--- config.mk ---
export PLATFORM = sky130hd
export DESIGN_NAME = twras_slave
export DESIGN_NICKNAME = d
export VERILOG_FILES = /design/src/hdl/twras_sync.v /design/src/hdl/twras_slave.v
export VERILOG_INCLUDE_DIRS = /design/src /design/src/hdl
export SDC_FILE = /design/constraint.sdc
export NUM_CORES = 1
export LEC_CHECK = 0
export BUFFER_PORTS_ARGS = -buffer_cell sky130_fd_sc_hd__buf_2
export CAP_MARGIN = 5
export CORE_MARGIN = 4
export CORE_UTILIZATION = 39
export CTS_CLUSTER_DIAMETER = 40
export CTS_CLUSTER_SIZE = 28
export DETAILED_ROUTE_END_ITERATION = 8
export HOLD_SLACK_MARGIN = 0.06
export PLACE_DENSITY = 0.61
export SLEW_MARGIN = 20
export SYNTH_ARGS = -nofsm -noshare
export SYNTH_HDL_FRONTEND = slang
export SYNTH_SLANG_ARGS = --single-unit
export TNS_END_PERCENT = 5
--- constraint.sdc ---
create_clock -name sys_clk_i -period 2.45 [get_ports sys_clk_i]
set_input_delay 0.1225 -clock sys_clk_i [delete_from_list [all_inputs] [get_ports sys_clk_i]]
set_output_delay 0.1225 -clock sys_clk_i [all_outputs]
set_load 0.005 [all_outputs]
--- src/hdl/twras_defs.vh ---
`ifndef TWRAS_DEFS_VH
`define TWRAS_DEFS_VH
`define TWRAS_DEV_ADDR     7'h21
`define TWRAS_DIR_BIT      0
`define TWRAS_ADDR_RESET   16'h0000
`define TWRAS_ADDR_TOP     16'hffff
`define TWRAS_BITS_PER_BYTE 4'h8
`endif

--- src/hdl/twras_sync.v ---
`timescale 1ns/1ns
`default_nettype none
// two-flop synchroniser with edge detection on the settled copy
module twras_sync
(
   input  wire sys_clk_i,
   input  wire rstn_i,
   input  wire async_i,
   output reg  level_o,
   output wire rise_o,
   output wire fall_o
);
   reg meta;
   reg prev;

   always @(posedge sys_clk_i)
   begin
      if (!rstn_i)
      begin
         meta    <= 1'b1;
         level_o <= 1'b1;
         prev    <= 1'b1;
      end
      else
      begin
         meta    <= async_i;
         level_o <= meta;
         prev    <= level_o;
      end
   end

   assign rise_o = level_o & ~prev;
   assign fall_o = ~level_o & prev;
endmodule // twras_sync
`default_nettype wire

--- src/hdl/twras_slave.v ---
`timescale 1ns/1ns
`default_nettype none
`include "twras_defs.vh"
// How it works
// RULE1 - slave only, never drives clock
// RULE2 - answers only fixed bus address 0x21
// RULE3 - start: data falls while clock high
// RULE4 - master sends address plus direction bit
// RULE5 - acknowledge own address, else stay silent
// RULE6 - release data after eight bits, ack ninth
// RULE7 - stop returns slave to idle standby
// RULE8 - write: two address bytes, data msb first
// RULE9 - read uses write address then restart
// RULE10 - ack and latch each register address byte
// RULE11 - read sends register as two bytes
// RULE12 - acked reads continue to next register
// RULE13 - address wraps from top to zero
// RULE14 - master ends read with stop
// RULE15 - writes advance address after each word
module twras_slave
(
   input  wire        sys_clk_i,
   input  wire        rstn_i,
   input  wire        scl_i,
   input  wire        sda_i,
   output reg         sda_o,
   output reg         sda_oe_o,
   output reg         wr_stb_o,
   output reg  [15:0] wr_addr_o,
   output reg  [15:0] wr_data_o,
   output reg         rd_stb_o,
   output reg  [15:0] rd_addr_o,
   input  wire [15:0] rd_data_i,
   output reg         busy_o
);
   localparam ST_IDLE  = 3'd0;
   localparam ST_DEVA  = 3'd1;
   localparam ST_ADRH  = 3'd2;
   localparam ST_ADRL  = 3'd3;
   localparam ST_WDAT  = 3'd4;
   localparam ST_RDAT  = 3'd5;

   wire scl;
   wire scl_rise;
   wire scl_fall;
   wire sda;
   wire sda_rise;
   wire sda_fall;

   reg  [2:0]  state;
   reg  [3:0]  bit_cnt;
   reg  [7:0]  shift;
   reg  [15:0] reg_addr;
   reg  [15:0] tx_word;
   reg         tx_low;
   reg         ack_phase;
   reg         wr_high;
   reg  [7:0]  wr_hi_byte;
   reg         ack_me;
   reg         rd_pending;

   twras_sync u_scl
   (
      .sys_clk_i (sys_clk_i),
      .rstn_i    (rstn_i),
      .async_i   (scl_i),
      .level_o   (scl),
      .rise_o    (scl_rise),
      .fall_o    (scl_fall)
   );

   twras_sync u_sda
   (
      .sys_clk_i (sys_clk_i),
      .rstn_i    (rstn_i),
      .async_i   (sda_i),
      .level_o   (sda),
      .rise_o    (sda_rise),
      .fall_o    (sda_fall)
   );

   wire start_det = scl & sda_fall; // see RULE3
   wire stop_det  = scl & sda_rise; // see RULE7
   wire [7:0] byte_in = {shift[6:0], sda};

   // see RULE13
   function [15:0] next_addr;
      input [15:0] a;
      begin
         next_addr = (a == `TWRAS_ADDR_TOP) ? `TWRAS_ADDR_RESET
                                            : a + 16'h0001;
      end
   endfunction

   // the slave drives data low for acks and high or low for read bits; clock is input only
   always @(posedge sys_clk_i) // see RULE1
   begin
      if (!rstn_i)
      begin
         state      <= ST_IDLE;
         bit_cnt    <= 4'h0;
         shift      <= 8'h00;
         reg_addr   <= `TWRAS_ADDR_RESET;
         tx_word    <= 16'h0000;
         tx_low     <= 1'b0;
         ack_phase  <= 1'b0;
         wr_high    <= 1'b1;
         wr_hi_byte <= 8'h00;
         ack_me     <= 1'b0;
         rd_pending <= 1'b0;
         sda_o      <= 1'b0;
         sda_oe_o   <= 1'b0;
         wr_stb_o   <= 1'b0;
         wr_addr_o  <= 16'h0000;
         wr_data_o  <= 16'h0000;
         rd_stb_o   <= 1'b0;
         rd_addr_o  <= 16'h0000;
         busy_o     <= 1'b0;
      end
      else
      begin
         wr_stb_o <= 1'b0;
         rd_stb_o <= 1'b0;
         if (rd_pending)
         begin
            tx_word    <= rd_data_i; // see RULE11
            rd_pending <= 1'b0;
         end
         if (start_det)
         begin
            state     <= ST_DEVA;
            bit_cnt   <= 4'h0;
            ack_phase <= 1'b0;
            sda_oe_o  <= 1'b0;
            busy_o    <= 1'b1;
         end
         else if (stop_det)
         begin
            state    <= ST_IDLE; // see RULE7
            sda_oe_o <= 1'b0;
            busy_o   <= 1'b0;
         end
         else if (state != ST_IDLE && scl_rise && !ack_phase)
         begin
            shift   <= byte_in;
            bit_cnt <= bit_cnt + 4'h1;
         end
         else if (state != ST_IDLE && scl_rise && ack_phase)
         begin
            // read: master nack ends output until the next start
            if (state == ST_RDAT && sda)
               state <= ST_IDLE;
         end
         else if (state != ST_IDLE && scl_fall)
         begin
            if (ack_phase)
            begin
               // ninth clock over: release or start next byte
               ack_phase <= 1'b0;
               bit_cnt   <= 4'h0;
               sda_oe_o  <= 1'b0;
               if (state == ST_RDAT)
               begin
                  sda_oe_o <= 1'b1;
                  sda_o    <= tx_low ? tx_word[7] : tx_word[15];
               end
            end
            else if (bit_cnt == `TWRAS_BITS_PER_BYTE)
            begin
               ack_phase <= 1'b1;
               sda_o     <= 1'b0;
               sda_oe_o  <= 1'b0;
               case (state)
                  ST_DEVA:
                  begin
                     // see RULE2 see RULE4 see RULE5
                     if (shift[7:1] == `TWRAS_DEV_ADDR)
                     begin
                        sda_oe_o <= 1'b1; // see RULE6
                        if (shift[`TWRAS_DIR_BIT])
                        begin
                           state     <= ST_RDAT; // see RULE9
                           rd_stb_o  <= 1'b1;
                           rd_addr_o <= reg_addr;
                           rd_pending <= 1'b1;
                           tx_low    <= 1'b0;
                        end
                        else
                           state <= ST_ADRH;
                     end
                     else
                        state <= ST_IDLE;
                  end
                  ST_ADRH:
                  begin
                     reg_addr[15:8] <= shift; // see RULE8 see RULE10
                     sda_oe_o       <= 1'b1;
                     state          <= ST_ADRL;
                  end
                  ST_ADRL:
                  begin
                     reg_addr[7:0] <= shift; // see RULE10
                     sda_oe_o      <= 1'b1;
                     wr_high       <= 1'b1;
                     state         <= ST_WDAT;
                  end
                  ST_WDAT:
                  begin
                     sda_oe_o <= 1'b1;
                     wr_high  <= ~wr_high;
                     if (wr_high)
                        wr_hi_byte <= shift; // see RULE8
                     else
                     begin
                        wr_stb_o  <= 1'b1;
                        wr_addr_o <= reg_addr;
                        wr_data_o <= {wr_hi_byte, shift};
                        reg_addr  <= next_addr(reg_addr); // see RULE15
                     end
                  end
                  ST_RDAT:
                  begin
                     // transmitter releases; master acks
                     if (tx_low)
                     begin
                        // see RULE12 see RULE13
                        reg_addr   <= next_addr(reg_addr);
                        rd_stb_o   <= 1'b1;
                        rd_addr_o  <= next_addr(reg_addr);
                        rd_pending <= 1'b1;
                     end
                     tx_low <= ~tx_low;
                  end
                  default:
                     state <= ST_IDLE;
               endcase
            end
            else if (state == ST_RDAT)
            begin
               sda_oe_o <= 1'b1;
               sda_o    <= tx_low ? tx_word[4'd7 - bit_cnt[2:0]]
                                  : tx_word[4'd15 - bit_cnt];
            end
         end
      end
   end
endmodule // twras_slave
`default_nettype wire

==> results of run 1 <==
## worst register-to-register path, stage by stage (launching register included)
cell      delay, ps
dfxtp_1         400
inv_1            90
ha_1            160
and4bb_2        300
and3_1          350
and4_1          540
mux2i_1         270
nor2_1           50
## stage by stage
stage                     hold slack, ps  std cells
final                                172        928
after CTS                            170        928
after global routing                 207        928
after floorplan                      224        657
after global placement               303        878
after detailed placement             309        878
## power groups by stage
stage | Sequential (mW) | Combinational (mW) | Clock, mW
2_1_floorplan | 1.95 | 0.0506 | 0
3_3_place_gp | 1.96 | 0.0790 | 0
3_5_place_dp | 1.96 | 0.0806 | 0
4_1_cts | 1.92 | 0.102 | 2.59
5_1_grt | 1.92 | 0.114 | 2.66
6_report | 1.92 | 0.103 | 2.53
## worst paths after layout
kind	start	slack (ps)	endpoint
min	rstn_i	170	tx_word[10]
max reg2reg	bit_cnt[1]	190	wr_hi_byte[0]
max	bit_cnt[1]	190	wr_hi_byte[0]
min reg2reg	u_scl.meta	410	u_scl.level_o
## final cells by class
class / count / area, um2
fillers: 1301 / 6630
repair buffers: 116 / 786
clock inverters: 13 / 155
multi-input cells: 479 / 2780
clock buffers: 19 / 453
inverters: 8 / 30.0
well taps: 176 / 220
flip-flops and latches: 117 / 2340
## layer usage
metal / global-route usage / share of wire
met4: 0.0797 / 0.019
met2: 0.307 / 0.49
met5: 0 / 0
met1: 0.239 / 0.45
met3: 0.0478 / 0.044
## flip-flops by register name, summed over array words and instances (netlist names), 3 cells and up
register	count
wr_data_o	16
state	3
rd_addr_o	16
bit_cnt	4
tx_word	16
shift	8
wr_addr_o	16
wr_hi_byte	8
reg_addr	16
## what timing repair did
action | 4_1_cts | 5_1_grt
hold endpoints to repair | 18 | 0
resized for setup | 0 | 0
hold buffers | 18 | 0
## cell usage after synthesis, types with 3 or more instances
cell type    n
a211oi_1     4
a21boi_0     4
a21oi_1     67
a31oi_1     13
and2_1       4
and3_1       3
buf_2       26
clkbuf_1    22
dfxtp_1    117
ha_1         3
inv_1        8
mux2i_1     30
mux4_2       4
nand2_1    121
nand2b_1    11
nand3_1     22
nand3b_1     7
nand4_1      8
nor2_1      53
nor2b_1      6
nor3_1       5
nor4_1       5
o21a_1       4
o21ai_0     40
o21ai_1      3
o22ai_1      8
o31a_1       3
o31ai_1      6
or2_2        3
or3_1        3
or4_1        5
xnor2_1      5
xor2_1       3
## placed cells by master, fill, tap and decap left out, types with 6 or more instances in the layout
master / count
a21oi_1: 67
a31oi_1: 13
buf_2: 72
buf_4: 22
clkbuf_16: 17
dfxtp_1: 117
dlygate4sd3_1: 18
inv_1: 7
mux2i_1: 30
nand2_1: 121
nand2b_1: 11
nand3_1: 22
nand3b_1: 7
nand4_1: 8
nor2_1: 53
nor2b_1: 6
o21ai_0: 40
o22ai_1: 8
o31ai_1: 6
## kinds of logic after synthesis
logic type                 Yosys count  share of synthesized area
and+or+nand+nor                    269                      0.245
xor gates and xnor gates             8                     0.0130
AOI/OAI and AO/OA                  164                      0.177
adders and majority gates            3                    0.00696
muxes                               35                     0.0745
DFF                                117                      0.434
buffers and inverters               61                     0.0501
==> results.py, run 1 <==
metrics = {
    "floorplan": {
        "io_pins": 73,
        "fp.coreArea_mm2": 0.0134,
        "dieHeight_um": 126,
        "die_width_um": 126,
        "floorplan.initialDensity": 0.402,
        "rows": 42,
        "dieArea_mm2": 0.0158,
    },
    "critical_path": {
        "worstPathMaxFanout": 8,
        "reg2reg_depth": 7,
        "slowest_delay_ps": 530,
        "cpMaxStageDelayCell": "and4_1",
        "crit_cells": 7,
        "critPathTopFamily": "simple AND/OR/NAND/NOR gates",
        "cp_cell_sequence": "inv_1 -> ha_1 -> and4bb_2 -> and3_1 -> and4_1 -> mux2i_1 -> nor2_1",
        "start_kind": "register",
        "crit_path_end_kind": "register",
        "worstSetupPathType": "reg -> reg",
        "critPathArrivalTime_ps": 2570,
        "path_buf_inv": 1,
        "crit_required_ps": 2760,
    },
    "clock_network": {
        "cts_sinks": 117,
        "clk_latency_ps": 420,
        "cts_tree": "built",
        "postCtsSetupBuffers": 0,
        "cts.clk_slew.worst_paths_ps": 60,
        "cts_made_buffers": 17,
        "clockBufferDepth": 2,
        "htreeDepth": 4,
        "cts.root.buffer_cell": "clkbuf_16",
    },
    "logic_synthesis": {
        "syn_avg_cell_area_um2": 8.21,
        "async_flop_share": 0,
        "synth_nets": 680,
        "ys_warn_count": 0,
        "ys_ff_latch": 117,
        "ys_types": 56,
        "synth_ff_type": "dfxtp_1",
        "synth_edf_count": 0,
        "yosysSeqAreaShare": 0.434,
        "netlist.area_leader.share": 0.434,
        "yosysTopAreaCell": "dfxtp_1",
        "netlist_area_mm2": 0.00539,
        "syn_inst": 657,
        "synth_top_cells_by_area": "dfxtp_1, nand2_1, a21oi_1",
    },
    "sta": {
        "rsz0062_at_grt": "false",
        "hold_violations": 0,
        "final.period_utilization": 0.922,
        "fin_skew_ps": 16.5,
        "post-route-min-period_ps": 2260,
        "setup_slack_ps": 192,
        "max-slew-margin-rel": 0.371,
        "fmax_mhz": 443,
        "tns_ps": 0,
        "finalMaxSlewViolations": 0,
        "tightest_slew_ps": 943,
        "setup_viol": 0,
    },
    "route": {
        "drc": 0,
        "ant_nets": 0,
        "wl_per_cell_um": 15.7,
        "avgViaCountPerCell": 5.42,
        "drtIter0Drc": 420,
        "vias": 5028,
        "dr.pass1.iters": 5,
        "routed_wl_um": 14600,
    },
    "finish": {
        "antenna_cells": 0,
        "synthToLayoutAreaGrowth_pct": 25.5,
        "drive_gt1_frac": 0.199,
        "postLayoutCellArea_mm2": 0.00677,
        "nNetsFinal": 762,
        "fin_util": 0.505,
    },
    "power": {
        "p_total_mw": 4.55,
        "leakagePower_nw": 2.51,
        "switchingPower_mw": 0.950,
        "p_sw_frac": 0.209,
        "p_int_mw": 3.60,
        "power.density_mw_per_mm2": 673,
        "peakVddDrop_v": 0.000452,
        "pwr-share-clk": 0.556,
        "seqPwrFrac": 0.421,
        "combPwrFrac": 0.023,
    },
    "grt": {
        "antenna_found_initial": 0,
        "grt_overflow": 0,
        "grt_use_total": 0.189,
        "grt_pass1_wl_um": 24600,
        "grt_max_degree": 52,
        "grt_pass1_vias": 4928,
    },
    "worst_hold_path": {
        "hold_path.class": "in -> reg",
        "hold_path_depth": 3,
    },
    "flow_run": {
        "max_cap_violations": 0,
    },
    "placement": {
        "place_ws_ps": 235,
        "place_area_mm2": 0.00598,
        "place_congestion": 0.950,
        "place_hpwl_um": 10000,
        "port_buffers": 72,
    },
    "run_status": {
        "outcome": "finished clean",
    },
}
No activity file was read; power rests on OpenSTA's default activity.
==> inputs of run 2 (changes only) <==
==> constraint.sdc (replaced) <==
create_clock -name sys_clk_i -period 2.86 [get_ports sys_clk_i]
set_input_delay 0.143 -clock sys_clk_i [delete_from_list [all_inputs] [get_ports sys_clk_i]]
set_output_delay 0.143 -clock sys_clk_i [all_outputs]
set_load 0.005 [all_outputs]
==> run 2 against run 1 <==
  * Non-clock buffer count fell by 6
  * Sequential share of layout area rose by 0.58 points
  * Final cell count fell by 0.65%
  * Clock skew fell by 6.1 ps
  * Setup slack improved by 350 ps
  * Register-to-register slack improved by 350 ps
==> results.py, run 2 (same netlist as run 1, synthesis figures left out) <==
metrics = {
    "sta": {
        "fmax_mhz": 432,
        "final.period_utilization": 0.809,
        "hold_violations": 0,
        "setup_viol": 0,
        "post-route-min-period_ps": 2310,
        "tightest_slew_ps": 928,
        "tns_ps": 0,
        "setup_slack_ps": 546,
        "finalMaxSlewViolations": 0,
        "rsz0062_at_grt": "false",
        "fin_skew_ps": 10.4,
        "max-slew-margin-rel": 0.380,
    },
    "grt": {
        "grt_use_total": 0.183,
        "grt_pass1_wl_um": 23600,
        "antenna_found_initial": 0,
        "grt_overflow": 0,
        "grt_pass1_vias": 4777,
        "grt_max_degree": 52,
    },
    "placement": {
        "dp_cells": 872,
        "port_buffers": 72,
        "place_area_mm2": 0.00590,
        "place_hpwl_um": 9760,
        "place_ws_ps": 541,
        "place_congestion": 0.893,
    },
    "clock_network": {
        "cts_made_buffers": 17,
        "cts.root.buffer_cell": "clkbuf_16",
        "cts_sinks": 117,
        "clk_latency_ps": 420,
        "clockBufferDepth": 2,
        "htreeDepth": 4,
        "postCtsSetupBuffers": 0,
        "cts.clk_slew.worst_paths_ps": 50,
        "cts_tree": "built",
    },
    "route": {
        "drc": 0,
        "wl_per_cell_um": 15.5,
        "ant_nets": 0,
        "drtIter0Drc": 395,
        "routed_wl_um": 14300,
        "dr.pass1.iters": 5,
        "avgViaCountPerCell": 5.45,
        "vias": 5021,
    },
    "floorplan": {
        "rows": 42,
        "fp.coreArea_mm2": 0.0134,
        "io_pins": 73,
        "dieArea_mm2": 0.0158,
        "dieHeight_um": 126,
        "die_width_um": 126,
        "floorplan.initialDensity": 0.402,
    },
    "worst_hold_path": {
        "hold_path.class": "in -> reg",
    },
    "flow_run": {
        "max_cap_violations": 0,
    },
    "critical_path": {
        "crit_path_end_kind": "register",
        "cp_cell_sequence": "buf_4 -> inv_1 -> ha_1 -> and4bb_2 -> and3_1 -> nand3b_2 -> nand2_1 -> a21oi_1",
        "start_kind": "register",
        "cpMaxStageDelayCell": "nand3b_2",
        "critPathArrivalTime_ps": 2610,
        "setup.worst_path.end": "wr_addr_o[3]",
        "worstPathMaxFanout": 34,
        "crit_start": "bit_cnt[0]",
        "r2r-start": "bit_cnt[0]",
        "worstSetupPathType": "reg -> reg",
        "r2r_slack_ps": 550,
        "slowest_delay_ps": 540,
        "crit_required_ps": 3150,
        "regToRegEndpoint": "wr_addr_o[3]",
        "reg2reg_depth": 8,
    },
    "power": {
        "peakVddDrop_v": 0.000331,
        "power.density_mw_per_mm2": 571,
        "leakagePower_nw": 2.46,
    },
    "run_status": {
        "outcome": "finished clean",
    },
    "finish": {
        "final_cell_mix": "nand2_1, dfxtp_1, buf_2",
        "nNetsFinal": 756,
        "synthToLayoutAreaGrowth_pct": 23.4,
        "stdcell_count": 922,
        "antenna_cells": 0,
        "fin_util": 0.497,
        "drive_gt1_frac": 0.189,
        "postLayoutCellArea_mm2": 0.00666,
        "layout_commonest_cell": "nand2_1",
    },
}
## run 2: critical path, delay by kind of cell (launching register included)
kind	cells	cell delay [ps]
buf+inv	2	230
flops	1	300
compound gates	1	90
fa+ha+maj	1	150
simple gates	4	1410
## run 2: timing repair
action / 4_1_cts / 5_1_grt
gates resized for setup: 0 / 0
hold buffers: 18 / 0
hold endpoints to repair: 18 / 0
## run 2: where the power goes
group,switching (mW),internal (mW)
Sequential,0.00432,1.64
Clock,0.727,1.34
Combinational,0.0490,0.0405
## run 2: layer usage
metal / wire (um) / vias to the layer above / GRT usage
met3: 490 / 31 / 0.0414
met4: 304 / 0 / 0.0746
li1: - / 2459 / -
met5: 0 / - / 0
met2: 6900 / 121 / 0.301
met1: 6560 / 2410 / 0.231
## run 2: layout make-up
cell class	count	area, um2
clock buffer	23	478
clock inverter	9	101
fill	1304	6750
inverter	8	30.0
multi-input combinational	479	2780
sequential	117	2340
tap	176	220
timing repair buffer	110	703
## run 2: per-stage QoR
step	power, mW	hold slack (ps)
6_report	3.80	204
5_1_grt	3.93	225
4_1_cts	3.83	201
3_5_place_dp	1.75	327
3_3_place_gp	1.74	323
2_1_floorplan	1.72	244
## run 2: worst min-delay path by stage
stage	startpoint	to	slack, ps	depth (start not counted)
after floorplan	scl_i	u_scl.meta	240	1
after global placement	sda_i	u_sda.meta	320	2
after detailed placement	sda_i	u_sda.meta	330	2
after CTS	rstn_i	tx_word[8]	200	3
after global routing	rstn_i	tx_word[13]	220	3
final	rstn_i	tx_word[8]	200	3
==> inputs of run 3 (changes only) <==
--- a/config.mk
+++ b/config.mk
@@ -6,6 +6,7 @@
 export SDC_FILE = /design/constraint.sdc
 export NUM_CORES = 1
 export LEC_CHECK = 0
+export ABC_AREA = 1
 export BUFFER_PORTS_ARGS = -buffer_cell sky130_fd_sc_hd__buf_2
 export CAP_MARGIN = 5
 export CORE_MARGIN = 4
@@ -14,7 +15,7 @@
 export CTS_CLUSTER_SIZE = 28
 export DETAILED_ROUTE_END_ITERATION = 8
 export HOLD_SLACK_MARGIN = 0.06
-export PLACE_DENSITY = 0.61
+export PLACE_DENSITY = 0.63
 export SLEW_MARGIN = 20
 export SYNTH_ARGS = -nofsm -noshare
 export SYNTH_HDL_FRONTEND = slang
==> constraint.sdc (replaced) <==
create_clock -name sys_clk_i -period 2 [get_ports sys_clk_i]
set_input_delay 0.1 -clock sys_clk_i [delete_from_list [all_inputs] [get_ports sys_clk_i]]
set_output_delay 0.1 -clock sys_clk_i [all_outputs]
set_load 0.005 [all_outputs]
==> run 3 against run 2 <==
  * Synthesized cell count up 40%
  * Sequential share of layout area down 3.4 points
  * Hold slack worse by 98 ps
  * Final area up 11%
  * Fmax up 28%
  * Flip-flop and latch count unchanged
  * Count of clock-buffer cells in the layout unchanged
  * Setup slack worse by 350 ps
  * Clock skew down 0.61 ps
  * Largest power group unchanged
==> results.py, run 3 <==
metrics = {
    "run_status": {
        "outcome": "finished clean",
    },
    "critical_path": {
        "worstSetupPathType": "reg -> reg",
        "critPathTopFamily": "simple AND/OR/NAND/NOR gates",
        "slowest_delay_ps": 380,
        "cpMaxStageDelayCell": "dfxtp_2",
        "worstPathMaxFanout": 9,
        "start_kind": "register",
        "critPathArrivalTime_ps": 2100,
        "cp_cell_sequence": "ha_1 -> nand2_1 -> nor2_2 -> nand2_1 -> nor2_4 -> inv_2 -> nand3_1 -> nor2_1 -> nor2_1 -> nor2_1",
        "critPathMostFrequentCell": "nor2_1",
        "crit_required_ps": 2300,
        "crit_path_end_kind": "register",
        "path_buf_inv": 1,
    },
    "floorplan": {
        "rows": 44,
        "dieArea_mm2": 0.0168,
        "dieHeight_um": 130,
        "die_width_um": 130,
        "fp.coreArea_mm2": 0.0145,
        "io_pins": 73,
        "floorplan.initialDensity": 0.398,
    },
    "placement": {
        "place_hpwl_um": 10900,
        "place_congestion": 0.939,
        "port_buffers": 72,
    },
    "power": {
        "combPwrFrac": 0.027,
        "seqPwrFrac": 0.406,
        "pwr-share-clk": 0.567,
        "p_sw_frac": 0.196,
        "peakVddDrop_v": 0.000690,
        "leakagePower_nw": 3.76,
        "p_int_mw": 4.65,
        "switchingPower_mw": 1.14,
        "p_total_mw": 5.78,
        "power.density_mw_per_mm2": 784,
    },
    "finish": {
        "final_cell_mix": "nand2_1, nor2_1, dfxtp_1",
        "multi_input_area_mm2": 0.00289,
        "seqCellArea_mm2": 0.00234,
        "n_fill_cell": 1501,
        "nNetsFinal": 1053,
        "synthToLayoutAreaGrowth_pct": 27.6,
        "layout_commonest_cell": "nand2_1",
        "antenna_cells": 0,
        "drive_gt1_frac": 0.161,
        "fin_util": 0.508,
    },
    "logic_synthesis": {
        "netlist.area_leader.share": 0.405,
        "synth_top_cells_by_area": "dfxtp_1, nand2_1, nor2_1",
        "syn_avg_cell_area_um2": 6.30,
        "async_flop_share": 0,
        "synth_commonest_cells": "nand2_1, nor2_1, dfxtp_1",
        "synth_edf_count": 0,
        "ys_types": 33,
        "synth_most_common_cell": "nand2_1",
        "synth_ff_type": "dfxtp_1",
        "netlist_area_mm2": 0.00578,
        "ys_warn_count": 0,
        "ys_ff_latch": 117,
        "yosysSeqAreaShare": 0.405,
        "yosysTopAreaCell": "dfxtp_1",
        "synth_nets": 941,
        "syn_inst": 918,
    },
    "grt": {
        "grt_overflow": 0,
        "grt_use_total": 0.193,
        "grt_max_degree": 63,
        "grt_pass1_wl_um": 26000,
        "antenna_found_initial": 0,
        "grt_pass1_vias": 5174,
    },
    "route": {
        "drc": 0,
        "drtIter0Drc": 327,
        "routed_wl_um": 15500,
        "vias": 5783,
        "dr.pass1.iters": 5,
        "avgViaCountPerCell": 4.72,
        "wl_per_cell_um": 12.6,
        "ant_nets": 0,
    },
    "sta": {
        "fmax_mhz": 555,
        "timing.hold.ws_ps": 106,
        "finalMaxSlewViolations": 0,
        "hold_violations": 0,
        "max-slew-margin-rel": 0.682,
        "final.period_utilization": 0.901,
        "setup_viol": 0,
        "rsz0062_at_grt": "false",
        "post-route-min-period_ps": 1800,
        "tightest_slew_ps": 472,
        "fin_skew_ps": 9.83,
        "tns_ps": 0,
    },
    "clock_network": {
        "cts_made_buffers": 17,
        "clockBufferDepth": 2,
        "htreeDepth": 4,
        "cts_tree": "built",
        "cts_sinks": 117,
        "cts.clk_slew.worst_paths_ps": 60,
        "clk_latency_ps": 420,
        "cts.root.buffer_cell": "clkbuf_16",
    },
    "flow_run": {
        "max_cap_violations": 0,
    },
    "worst_hold_path": {
        "hold_path.class": "in -> reg",
    },
}
-- run 3: changes by cell type in the layout (fill, tap and decap cells not counted), sizes merged, moves of 19 or more --
cell | previous run | this run
inv | 8 | 103
nand3 | 23 | 55
nor2 | 53 | 228
buf | 92 | 111
nand2 | 121 | 250
mux2i | 30 | 0
a21oi | 68 | 30
-- run 3: cell families after synthesis --
| group | Yosys count | synth area share |
|---|---|---|
| buf+inv | 140 | 0.0967 |
| fa+ha+maj | 3 | 0.00649 |
| flops | 117 | 0.405 |
| simple gates | 575 | 0.414 |
| xor+xnor | 7 | 0.0106 |
| compound gates | 76 | 0.0668 |
-- run 3: power by group through the flow --
stage | Sequential [mW] | Clock (mW) | Combinational, mW
after floorplan | 2.40 | 0 | 0.0703
after global placement | 2.40 | 0 | 0.125
after detailed placement | 2.40 | 0 | 0.126
after CTS | 2.35 | 3.34 | 0.152
after global routing | 2.35 | 3.46 | 0.170
final | 2.35 | 3.28 | 0.153
-- run 3: final timing paths --
kind / from / endpoint / slack (ps) / cells past startpoint
setup reg to reg: reg_addr[0] / rd_addr_o[13] / 200 / 10
setup / recovery: reg_addr[0] / rd_addr_o[13] / 200 / 10
hold / removal: rstn_i / rd_addr_o[6] / 110 / 3
hold reg to reg: u_sda.meta / u_sda.level_o / 410 / 1
-- run 3: worst reg2reg max path, stage by stage (launching register included) --
cell and delay, ps:
dfxtp_2 380, ha_1 200, nand2_1 100, nor2_2 190, nand2_1 150, nor2_4 210
inv_2 120, nand3_1 130, nor2_1 50, nor2_1 100, nor2_1 50
-- run 3: routing by layer --
| metal | vias to the layer above | global-route usage | share of wire |
|---|---|---|---|
| met4 | 0 | 0.0636 | 0.018 |
| li1 | 3067 | - | - |
| met2 | 162 | 0.288 | 0.43 |
| met1 | 2532 | 0.272 | 0.49 |
| met5 | - | 0 | 0 |
| met3 | 22 | 0.0495 | 0.065 |
-- run 3: repair_timing --
action / 4_1_cts / 5_1_grt
resized for setup: 0 / 4
endpoints found under the hold margin: 18 / 0
hold buffers: 18 / 0
buffers inserted: 0 / 0
endpoints found under the setup margin: 0 / 10
-- run 3: stage by stage --
stage	setup WS (ps)	instance area [um2]	instances
2_1_floorplan	294	5780	918
3_3_place_gp	94.5	6550	1177
3_5_place_dp	100	6550	1177
4_1_cts	78.5	7370	1226
5_1_grt	54.1	7380	1226
6_report	199	7380	1226
-- run 3: layout make-up --
type	count	share of cell area
Clock inverter	8	0.0197
Tap cell	184	0.0312
Sequential cell	117	0.318
Timing Repair Buffer	129	0.120
Inverter	104	0.0529
Multi-Input combinational cell	661	0.392
Clock buffer	23	0.0675
